[config.mk]
export PLATFORM = sky130hd
export DESIGN_NAME = cnsc_node_flat
export DESIGN_NICKNAME = d
export VERILOG_FILES = /design/src/cnsc_pkg.sv /design/src/cnsc_if.sv /design/src/cnsc_node.sv /design/src/flat_wrapper.sv
export SDC_FILE = /design/constraint.sdc
export NUM_CORES = 1
export LEC_CHECK = 0
export ABC_AREA = 1
export BUFFER_PORTS_ARGS = -buffer_cell sky130_fd_sc_hd__buf_4
export CAP_MARGIN = 10
export CORE_MARGIN = 3
export CORE_UTILIZATION = 44
export CTS_BUF_LIST = sky130_fd_sc_hd__clkbuf_8
export CTS_CLUSTER_SIZE = 25
export DETAILED_ROUTE_END_ITERATION = 10
export PLACE_DENSITY = 0.78
export SLEW_MARGIN = 30
export SYNTH_ARGS = -nofsm -noshare
export SYNTH_HDL_FRONTEND = slang
export SYNTH_SLANG_ARGS = --single-unit
[constraint.sdc]
create_clock -name clk_sys -period 1 [get_ports clk_sys]
set_input_delay 0.1 -clock clk_sys [delete_from_list [all_inputs] [get_ports clk_sys]]
set_output_delay 0.1 -clock clk_sys [all_outputs]
set_load 0.05 [all_outputs]
[src/cnsc_pkg.sv]
// Package of shared constants and types for the node switch configuration block
package cnsc_pkg;

    // ==========================================================
    // Selector field layout
    // ==========================================================
    localparam int DIAL_WIDTH        = 4;
    localparam int NODE_WIDTH        = 5;
    localparam int SEL_PROTOCOL_BIT  = 0;
    localparam int SEL_RATE_LO_BIT   = 1;
    localparam int SEL_RATE_HI_BIT   = 2;
    localparam int SEL_WIDTH         = 3;

    // ==========================================================
    // Reset values of the held configuration
    // ==========================================================
    localparam logic [4:0] NODE_RESET      = 5'h00;
    localparam logic       PROTOCOL_RESET  = 1'h0;
    localparam logic [1:0] RATE_RESET      = 2'h3;

    // ==========================================================
    // Bit-rate encodings; code is {rate_hi_off, rate_lo_off}
    // ==========================================================
    localparam int RATE_1000_KHZ = 1000;
    localparam int RATE_800_KHZ  = 800;
    localparam int RATE_500_KHZ  = 500;
    localparam int RATE_250_KHZ  = 250;
    localparam int CLK_KHZ       = 10000;

    // Bit time in system clock cycles, derived from the clock rate
    localparam logic [7:0] BIT_CYC_1000 = 8'(CLK_KHZ / RATE_1000_KHZ);
    localparam logic [7:0] BIT_CYC_800  = 8'(CLK_KHZ / RATE_800_KHZ);
    localparam logic [7:0] BIT_CYC_500  = 8'(CLK_KHZ / RATE_500_KHZ);
    localparam logic [7:0] BIT_CYC_250  = 8'(CLK_KHZ / RATE_250_KHZ);

    typedef enum logic [1:0]
    {
        CNSC_RATE_1000 = 2'h0,
        CNSC_RATE_800  = 2'h1,
        CNSC_RATE_500  = 2'h2,
        CNSC_RATE_250  = 2'h3
    } cnsc_rate_t;

    typedef enum logic
    {
        CNSC_PROTO_PROPRIETARY = 1'h0,
        CNSC_PROTO_OPEN        = 1'h1
    } cnsc_proto_t;

    // Controller position on the bus
    localparam logic [4:0] CONTROLLER_NODE = 5'h00;

endpackage

[src/cnsc_if.sv]
// Interface joining the keyboard node to the machine controller side
`timescale 1ns/1ps
interface cnsc_if;
    import cnsc_pkg::*;

    // Configuration shared between the ends
    logic [NODE_WIDTH-1:0] node_id;
    cnsc_rate_t            rate;
    cnsc_proto_t           protocol;
    logic                  config_valid;
    // Controller's own expectations
    cnsc_rate_t            ctrl_rate;
    logic                  ctrl_ready;
    // Keyboard traffic, one byte strobe each way
    logic                  key_valid;
    logic [7:0]            key_data;
    logic                  cmd_valid;
    logic [7:0]            cmd_data;
    // Pointer traffic on the separate port
    logic                  ptr_valid;
    logic [7:0]            ptr_data;

    modport node
    (
        output node_id, rate, protocol, config_valid,
        output key_valid, key_data, ptr_valid, ptr_data,
        input  ctrl_rate, ctrl_ready, cmd_valid, cmd_data
    );

    modport ctrl
    (
        input  node_id, rate, protocol, config_valid,
        input  key_valid, key_data, ptr_valid, ptr_data,
        output ctrl_rate, ctrl_ready, cmd_valid, cmd_data
    );

endinterface

[src/cnsc_node.sv]
// Keyboard node end: selector sampling, held configuration and traffic routing
`timescale 1ns/1ps
module cnsc_node
(
    // Clock and reset
    input  wire logic                              clk_sys,
    input  wire logic                              reset_n,
    // Selector pins, on is high
    input  wire logic [cnsc_pkg::DIAL_WIDTH-1:0]   address_dial,
    input  wire logic                              address_high,
    input  wire logic [cnsc_pkg::SEL_WIDTH-1:0]    mode_switch,
    input  wire logic                              line_termination_select,
    // Link to the controller
    cnsc_if.node                                   link,
    // Key scan side
    input  wire logic                              key_req,
    input  wire logic [7:0]                        key_byte,
    // Pointer side
    input  wire logic                              ptr_req,
    input  wire logic [7:0]                        ptr_byte,
    // Status toward local logic
    output logic      [cnsc_pkg::NODE_WIDTH-1:0]   node_priority,
    output logic      [7:0]                        bit_cycles,
    output logic                                   termination_on,
    output logic                                   cmd_seen,
    output logic      [7:0]                        cmd_byte
);
    import cnsc_pkg::*;

    // ==========================================================
    // Timing after reset release
    // ==========================================================
    // Edge 1: first synchroniser stage takes the selector pins
    // Edge 2: second stage holds them, sequence reaches the take state
    // Edge 3: held registers load; config_valid stands from then on
    // Selectors must stay put from release through edge 1,
    // or a dial caught mid-turn may give a mixed position
    // Later switch moves never reach the held values before reset
    // Requests before config_valid are dropped, not queued

    // ==========================================================
    // Pin synchronisers
    // ==========================================================
    localparam int PIN_W = DIAL_WIDTH + 1 + SEL_WIDTH + 1;
    logic [PIN_W-1:0] pin_meta;
    logic [PIN_W-1:0] pin_sync;

    // First stage is read only by the second
    always_ff @(posedge clk_sys or negedge reset_n)
    begin
        if (!reset_n)
        begin
            pin_meta <= '0;
            pin_sync <= '0;
        end
        else
        begin
            pin_meta <= {line_termination_select, mode_switch, address_high, address_dial};
            pin_sync <= pin_meta;
        end
    end

    // ==========================================================
    // Capture sequence after reset release
    // ==========================================================
    // Wait states let the two synchroniser stages fill with real pin values
    typedef enum logic [3:0]
    {
        CNSC_ST_WAIT1 = 4'b0001,
        CNSC_ST_WAIT2 = 4'b0010,
        CNSC_ST_TAKE  = 4'b0100,
        CNSC_ST_HOLD  = 4'b1000
    } cnsc_state_t;

    cnsc_state_t state;
    cnsc_state_t next_state;

    always_comb
    begin
        case (state)
            CNSC_ST_WAIT1: next_state = CNSC_ST_WAIT2;
            CNSC_ST_WAIT2: next_state = CNSC_ST_TAKE;
            CNSC_ST_TAKE:  next_state = CNSC_ST_HOLD;
            CNSC_ST_HOLD:  next_state = CNSC_ST_HOLD;
            default:       next_state = CNSC_ST_WAIT1;
        endcase
    end

    always_ff @(posedge clk_sys or negedge reset_n)
    begin
        if (!reset_n)
            state <= CNSC_ST_WAIT1;
        else
            state <= next_state;
    end

    // Rate decode, used for the held rate and the bit time
    function automatic cnsc_rate_t decode_rate(input logic rate_lo, input logic rate_hi);
        // on/on 1000, off/on 800, on/off 500, off/off 250
        decode_rate = cnsc_rate_t'({~rate_hi, ~rate_lo});
    endfunction

    function automatic logic [7:0] rate_cycles(input cnsc_rate_t r);
        case (r)
            CNSC_RATE_1000: rate_cycles = BIT_CYC_1000;
            CNSC_RATE_800:  rate_cycles = BIT_CYC_800;
            CNSC_RATE_500:  rate_cycles = BIT_CYC_500;
            default:        rate_cycles = BIT_CYC_250;
        endcase
    endfunction

    // ==========================================================
    // Held configuration
    // ==========================================================
    logic [NODE_WIDTH-1:0] node_q;
    cnsc_proto_t           proto_q;
    cnsc_rate_t            rate_q;
    logic                  term_q;
    logic                  held;

    // Taken once; later switch moves are ignored until the next reset
    always_ff @(posedge clk_sys or negedge reset_n)
    begin
        if (!reset_n)
        begin
            node_q  <= NODE_RESET;
            proto_q <= cnsc_proto_t'(PROTOCOL_RESET);
            rate_q  <= cnsc_rate_t'(RATE_RESET);
            term_q  <= 1'b0;
            held    <= 1'b0;
        end
        else if (state == CNSC_ST_TAKE)
        begin
            node_q  <= {pin_sync[DIAL_WIDTH],
                        pin_sync[DIAL_WIDTH-1:0]};
            proto_q <= cnsc_proto_t'(pin_sync[DIAL_WIDTH+1+SEL_PROTOCOL_BIT]);
            rate_q  <= decode_rate(pin_sync[DIAL_WIDTH+1+SEL_RATE_LO_BIT],
                                   pin_sync[DIAL_WIDTH+1+SEL_RATE_HI_BIT]);
            term_q  <= pin_sync[PIN_W-1];
            held    <= 1'b1;
        end
    end

    // Lower position wins arbitration, so priority equals the position
    assign node_priority  = node_q;
    // Bit time matters only in open mode; proprietary runs its own default rate
    assign bit_cycles     = rate_cycles(rate_q);
    assign termination_on = term_q;

    assign link.node_id      = node_q;
    assign link.protocol     = proto_q;
    assign link.rate         = rate_q;
    assign link.config_valid = held;

    // ==========================================================
    // Traffic routing
    // ==========================================================
    // Keys leave on the bus path, never before the configuration is held
    always_ff @(posedge clk_sys or negedge reset_n)
    begin
        if (!reset_n)
        begin
            link.key_valid <= 1'b0;
            link.key_data  <= 8'h00;
        end
        else
        begin
            link.key_valid <= key_req & held;
            if (key_req)
                link.key_data <= key_byte;
        end
    end

    // Pointer bytes use their own port, so they never load the bus
    always_ff @(posedge clk_sys or negedge reset_n)
    begin
        if (!reset_n)
        begin
            link.ptr_valid <= 1'b0;
            link.ptr_data  <= 8'h00;
        end
        else
        begin
            link.ptr_valid <= ptr_req & held;
            if (ptr_req)
                link.ptr_data <= ptr_byte;
        end
    end

    // Commands count only once both ends hold their settings
    always_ff @(posedge clk_sys or negedge reset_n)
    begin
        if (!reset_n)
        begin
            cmd_seen <= 1'b0;
            cmd_byte <= 8'h00;
        end
        else
        begin
            cmd_seen <= link.cmd_valid & held & link.ctrl_ready;
            if (link.cmd_valid)
                cmd_byte <= link.cmd_data;
        end
    end

endmodule

[src/flat_wrapper.sv]
// flat-port wrapper written by rule: the top's interface ports become plain ports
module cnsc_node_flat import cnsc_pkg::*;
  (clk_sys, reset_n, address_dial, address_high, mode_switch, line_termination_select, key_req, key_byte, ptr_req, ptr_byte, node_priority, bit_cycles, termination_on, cmd_seen, cmd_byte, link_node_id, link_rate, link_protocol, link_config_valid, link_key_valid, link_key_data, link_ptr_valid, link_ptr_data, link_ctrl_rate, link_ctrl_ready, link_cmd_valid, link_cmd_data);
  cnsc_if link_i ();
  input  wire logic clk_sys;
  input  wire logic reset_n;
  input  wire logic [cnsc_pkg::DIAL_WIDTH-1:0] address_dial;
  input  wire logic address_high;
  input  wire logic [cnsc_pkg::SEL_WIDTH-1:0] mode_switch;
  input  wire logic line_termination_select;
  input  wire logic key_req;
  input  wire logic [7:0] key_byte;
  input  wire logic ptr_req;
  input  wire logic [7:0] ptr_byte;
  output logic      [cnsc_pkg::NODE_WIDTH-1:0] node_priority;
  output logic      [7:0] bit_cycles;
  output logic termination_on;
  output logic cmd_seen;
  output logic      [7:0] cmd_byte;
  output wire logic [$bits(link_i.node_id)-1:0] link_node_id;
  output wire logic [$bits(link_i.rate)-1:0] link_rate;
  output wire logic [$bits(link_i.protocol)-1:0] link_protocol;
  output wire logic [$bits(link_i.config_valid)-1:0] link_config_valid;
  output wire logic [$bits(link_i.key_valid)-1:0] link_key_valid;
  output wire logic [$bits(link_i.key_data)-1:0] link_key_data;
  output wire logic [$bits(link_i.ptr_valid)-1:0] link_ptr_valid;
  output wire logic [$bits(link_i.ptr_data)-1:0] link_ptr_data;
  input wire logic [$bits(link_i.ctrl_rate)-1:0] link_ctrl_rate;
  input wire logic [$bits(link_i.ctrl_ready)-1:0] link_ctrl_ready;
  input wire logic [$bits(link_i.cmd_valid)-1:0] link_cmd_valid;
  input wire logic [$bits(link_i.cmd_data)-1:0] link_cmd_data;
  assign link_node_id = link_i.node_id;
  assign link_rate = link_i.rate;
  assign link_protocol = link_i.protocol;
  assign link_config_valid = link_i.config_valid;
  assign link_key_valid = link_i.key_valid;
  assign link_key_data = link_i.key_data;
  assign link_ptr_valid = link_i.ptr_valid;
  assign link_ptr_data = link_i.ptr_data;
  assign link_i.ctrl_rate = link_ctrl_rate;
  assign link_i.ctrl_ready = link_ctrl_ready;
  assign link_i.cmd_valid = link_cmd_valid;
  assign link_i.cmd_data = link_cmd_data;
  cnsc_node u_core (.clk_sys(clk_sys), .reset_n(reset_n), .address_dial(address_dial), .address_high(address_high), .mode_switch(mode_switch), .line_termination_select(line_termination_select), .link(link_i), .key_req(key_req), .key_byte(key_byte), .ptr_req(ptr_req), .ptr_byte(ptr_byte), .node_priority(node_priority), .bit_cycles(bit_cycles), .termination_on(termination_on), .cmd_seen(cmd_seen), .cmd_byte(cmd_byte));
endmodule
# Word level (Yosys, flattened, before mapping)
# Cells that the tools add are included.
[word_totals]
register_bits = 59
input_bits = 41
output_inout_bits = 50
[op_classes]
n_eq_ne = 6
bitwise = 6
n_reduce_logical = 2
muxes = 2
[ops]
columns = ["cell", "n"]
rows = [
  ["$pmux W6 S3", 1],
  ["$pmux W4 S3", 1],
  ["$and A1 B1 Y1", 4],
  ["$eq A4 B1 Y1 const B", 1],
  ["$eq A4 B2 Y1 const B", 1],
  ["$eq A4 B3 Y1 const B", 1],
  ["$eq A4 B4 Y1 const B", 1],
  ["$eq A2 B1 Y1 const B", 1],
  ["$eq A2 B2 Y1 const B", 1],
  ["$logic_not A2 Y1", 1],
  ["$not A1 Y1", 2],
  ["$reduce_or A2 Y1", 1],
]

# Logic depth before layout (Yosys ltp)
[logic_depth]
word_depth = 3
mapped_depth = 6
mapped_depth_nobuf = 5

# Worst setup path after synthesis
# OpenSTA, ideal clock, no wires.
[synth_timing]
path_type = "register -> output"
startpoint = "reg u_core.rate_q[0], in the netlist u_core.link.rate[0]"
endpoint = "out bit_cycles[2]"
slack_ns = -0.478
t_required_ns = 0.900
arrival_ns = 1.378
stages_incl_launch_ff = 3
path_cell_list = "dfstp_2 inv_1 ha_1"
[synth_between]
elab_chain_len = 2
[synth_lines]
columns = ["item", "line_no", "text"]
rows = [
  ["start, declared", "cnsc_node.sv:117", "cnsc_rate_t rate_q;"],
  ["start signal, assigned", "cnsc_node.sv:128", "rate_q <= cnsc_rate_t'(RATE_RESET);"],
  ["start signal, assigned", "cnsc_node.sv:137", "rate_q <= decode_rate(pin_sync[DIAL_WIDTH+1+SEL_RATE_LO_BIT],"],
  ["$eq A2 B2 Y1 (tied with other cells)", "cnsc_node.sv:104", "case (r)"],
  ["$pmux W6 S3 *", "cnsc_node.sv:104", ""],
  ["end, declared", "flat_wrapper.sv:16", "output logic [7:0] bit_cycles;"],
]
# Mark *: on every way between the ends. The rest lies on a longest branch, timed or not.

# Final worst setup path
[layout_timing]
startpoint = "reg u_core.rate_q[1], in the netlist u_core.link.rate[1]"
endpoint = "out bit_cycles[2]"
# Same word-level chain as after synthesis.

==> out/summary.md <==
Class of the tightest hold or removal check: input port to flop. The starting density of the core came out at 0.473. The global-route wire length before repair was 7890 um; the chip height was 75.6 um. Detailed routing inserted a total of 1605 vias. Routed signal wires occupy layers up through met4. The final-report max-slew violation count is 0. The leading area contributor after synthesis is sky130_fd_sc_hd__dfrtp_1.

The logs give 1970 um for the routed metal-1 wire length and 379 um for the routed wire length on met3. For the post-layout worst setup margin, the log shows -0.544 ns. For the worst setup path, the data arrival time is 1.44 ns.

The clock reaches the later pin of the worst-skew pair after 0.34 ns. The iteration count of the initial detailed-routing pass came out at 4. In the synthesized netlist, the number of instances is 152. The wire length per cell after detailed routing works out to 15.8 um.

The final reports fail on negative setup slack. Counting the fill cells in the layout gives 241. The portion of the clock cycle consumed by the worst path in the final layout was 1.54; the area of the core was 4500 um^2. Entering global routing, the biggest net connects 32 pins. For this run, the slowest stage of the critical path takes 0.66 ns. The flip-flop and latch count after synthesis is 59. The element type at the critical path end is an output port.

The core utilization of the finished layout is 0.837, and the detail-routed via count per cell is 4.65. During placement, the flow inserted port buffers numbering 85. Between clock sinks in the finished design, the worst skew comes to 0.0105 ns. Yosys mapped a number of flops with a built-in enable equal to 0. For the worst voltage drop across the vdd grid, the log shows 1.15 mV.

In this design, the largest share of critical-path delay is due to flip-flops. For the total of max-cap violations, the log shows 0. After the first detailed-routing iteration, the DRC count stood at 54.

Total track usage: 0.196. The total wirelength of the detailed-routed design was 5450 um; the highest clock frequency the design can meet was 648 MHz. Setup violations remaining at the end of the flow were counted as 32. The run gives 0 as the number of inserted diodes. The synthesized netlist occupies a cell area of 2130 um^2. In this run the worst path has a maximum fanout of 5.

The HPWL after detailed placement came out at 3100 um. The floorplan step set the die width to 75.6 um. In this run the static leakage power is 1.81 nW. Mean post-synth cell area: 14.0 um^2.

Sorting the synthesized cells by area gives the leading types as sky130_fd_sc_hd__dfrtp_1 (66%), sky130_fd_sc_hd__mux2_2 (13%), sky130_fd_sc_hd__nand2_1 (4.1%). For the worst setup path, the data required time is 0.90 ns. TritonCTS built the clock tree.

Fraction of final layout cells with drive strength greater than 1: 0.604. Portion of synthesized cell area occupied by the leading cell type: 0.658. The root buffer cell chosen for the clock tree is sky130_fd_sc_hd__clkbuf_8. Leaving out fill and tap cells, the most frequent cell in the layout is sky130_fd_sc_hd__dfrtp_1. Summed over all nets, wire length on met2 after detailed routing comes to 3010 um. The tools report the die area as 5710 um^2.

The number of antenna violations at the first check in global routing is 0. In the layout the commonest cells are sky130_fd_sc_hd__dfrtp_1 (50), sky130_fd_sc_hd__buf_6 (48), sky130_fd_sc_hd__buf_4 (46). The run gives 0 as the count of synthesis-stage warnings from yosys. For this design the top-level I/O count stands at 91. The total overflow left after global routing is 0. Clock-pin slew was measured on the worst setup and hold paths at 0.07 ns.

Once detail routing completed, the nets flagged for antenna violations numbered 0. The smallest clock period supported by the final layout is computed as 1.54 ns. The growth of design area from synthesis to finish is 77.0%. The worst setup path is launched from a flop. For the number of nets in the layout, the log shows 333. At the end of routability-driven placement, the weighted congestion stood at 0.731.

In the routed design, unresolved DRC markers number 0. Worst-path cell with the longest stage delay: sky130_fd_sc_hd__dfstp_4. The TritonCTS sink count came out at 59. No sink is reached through more buffers than the 2 on the longest clock path.

Final sum of negative setup slack: -3.71 ns. Type of the setup path with the least slack: flop to output port. Setup repair after global routing could not meet its margin everywhere. The number of global-route vias before repair came out at 1653. Total power density per cell area: 1670 nW/um^2. The signal on the critical path passes through inv_4 > ha_4 > buf_8. The proportion of synthesized flip-flops having asynchronous set or reset is 1.00, and the sequential-to-total area share from yosys stat is 0.695.

Yosys mapped the design onto 17 distinct sky130hd cell types. The run finished, with violations left. For this run, the leading register cell type out of synthesis is sky130_fd_sc_hd__dfrtp_1. The placement row count was 24. The buffering stage count on the worst path with inverters included is 2.

In the final layout, the multi-input gates occupy 627 um^2. The level count of the clock H-tree came out at 3. The number of hold violations in the final report came out at 0. The number of clock buffers added by TritonCTS is 9. Across the whole layout, storage elements account for 1500 um^2.
-- cell type report --
type	count	share of cell area
flip-flops and latches	59	0.396
repair buffers	134	0.352
multi-input cells	73	0.166
clock buffers	12	0.0438
well taps	52	0.0173
inverters	11	0.0133
clock inverters	4	0.0113
-- cells by family after synthesis --
| family | synth area share |
|---|---|
| AOI/OAI and AO/OA | 0.00822 |
| adders and majority gates | 0.0235 |
| buffers and inverters | 0.0599 |
| DFF | 0.695 |
| muxes | 0.127 |
| other | 0.00176 |
| and+or+nand+nor | 0.0851 |
-- state kept, by name (all words and copies together), names as in the netlist --
name                      flops
u_core.link.node_id           5
u_core.link.config_valid      1
u_core.termination_on         1
u_core.cmd_seen               1
u_core.link.rate              2
u_core.cmd_byte               8
u_core.pin_meta               9
u_core.link.ptr_valid         1
u_core.pin_sync               9
u_core.link.key_valid         1
u_core.link.ptr_data          8
u_core.link.protocol          1
u_core.state                  4
u_core.link.key_data          8
-- stage by stage --
step,cells,cell area [um^2],hold slack (ns),worst slack (ns),power [W]
2_1_floorplan,154,2190,-0.196,-0.230,0.00341
3_5_place_dp,288,2890,0.0533,-0.212,0.00383
4_1_cts,336,3600,0.000122,-0.544,0.00626
5_1_grt,345,3770,0.00496,-0.596,0.00655
3_3_place_gp,288,2890,0.0472,-0.204,0.00381
6_report,345,3770,0.0177,-0.544,0.00630
-- synthesized netlist by cell type, types with 2 or more instances --
cell type	count
sky130_fd_sc_hd__dfrtp_1	56
sky130_fd_sc_hd__buf_4	8
sky130_fd_sc_hd__mux2_2	24
sky130_fd_sc_hd__nand2_1	23
sky130_fd_sc_hd__nor2_4	2
sky130_fd_sc_hd__buf_2	3
sky130_fd_sc_hd__ha_1	4
sky130_fd_sc_hd__o21ai_2	2
sky130_fd_sc_hd__nand3_1	8
sky130_fd_sc_hd__nor2_1	4
sky130_fd_sc_hd__dfstp_2	3
sky130_fd_sc_hd__inv_1	10
-- final timing paths --
check	start	to	slack, ns	cells after the start
min in group asynchronous	reset_n	u_core.pin_sync[5]	0.22	2
setup reg to reg	u_core.link.rate[0]	u_core.link.rate[0]	-0.10	5
max in group asynchronous	reset_n	u_core.cmd_seen	0.32	3
hold reg to reg	u_core.pin_meta[5]	u_core.pin_sync[5]	0.34	0
hold / removal	link_cmd_data[2]	u_core.cmd_byte[2]	0.02	2
setup / recovery	u_core.link.rate[1]	bit_cycles[2]	-0.54	3
-- power breakdown --
group          switching [W]  internal [W]
sequential          0.000114       0.00256
combinational       0.000795      0.000617
clock               0.000882       0.00133
-- what timing repair did --
action                     in CTS  in global routing
hold endpoints to repair       52                  6
setup buffers                   4                  3
cloned                          1                  0
resized for setup              53                 27
setup endpoints to repair      46                 57
hold buffers                   27                  6
pin swaps                       1                  7
-- layer usage --
metal / vias up / global-route usage
met5: - / 0
met4: 0 / 0.0932
met3: 10 / 0.0831
met2: 65 / 0.333
met1: 779 / 0.212
li1: 751 / -
(Power assumes the default switching activity.)
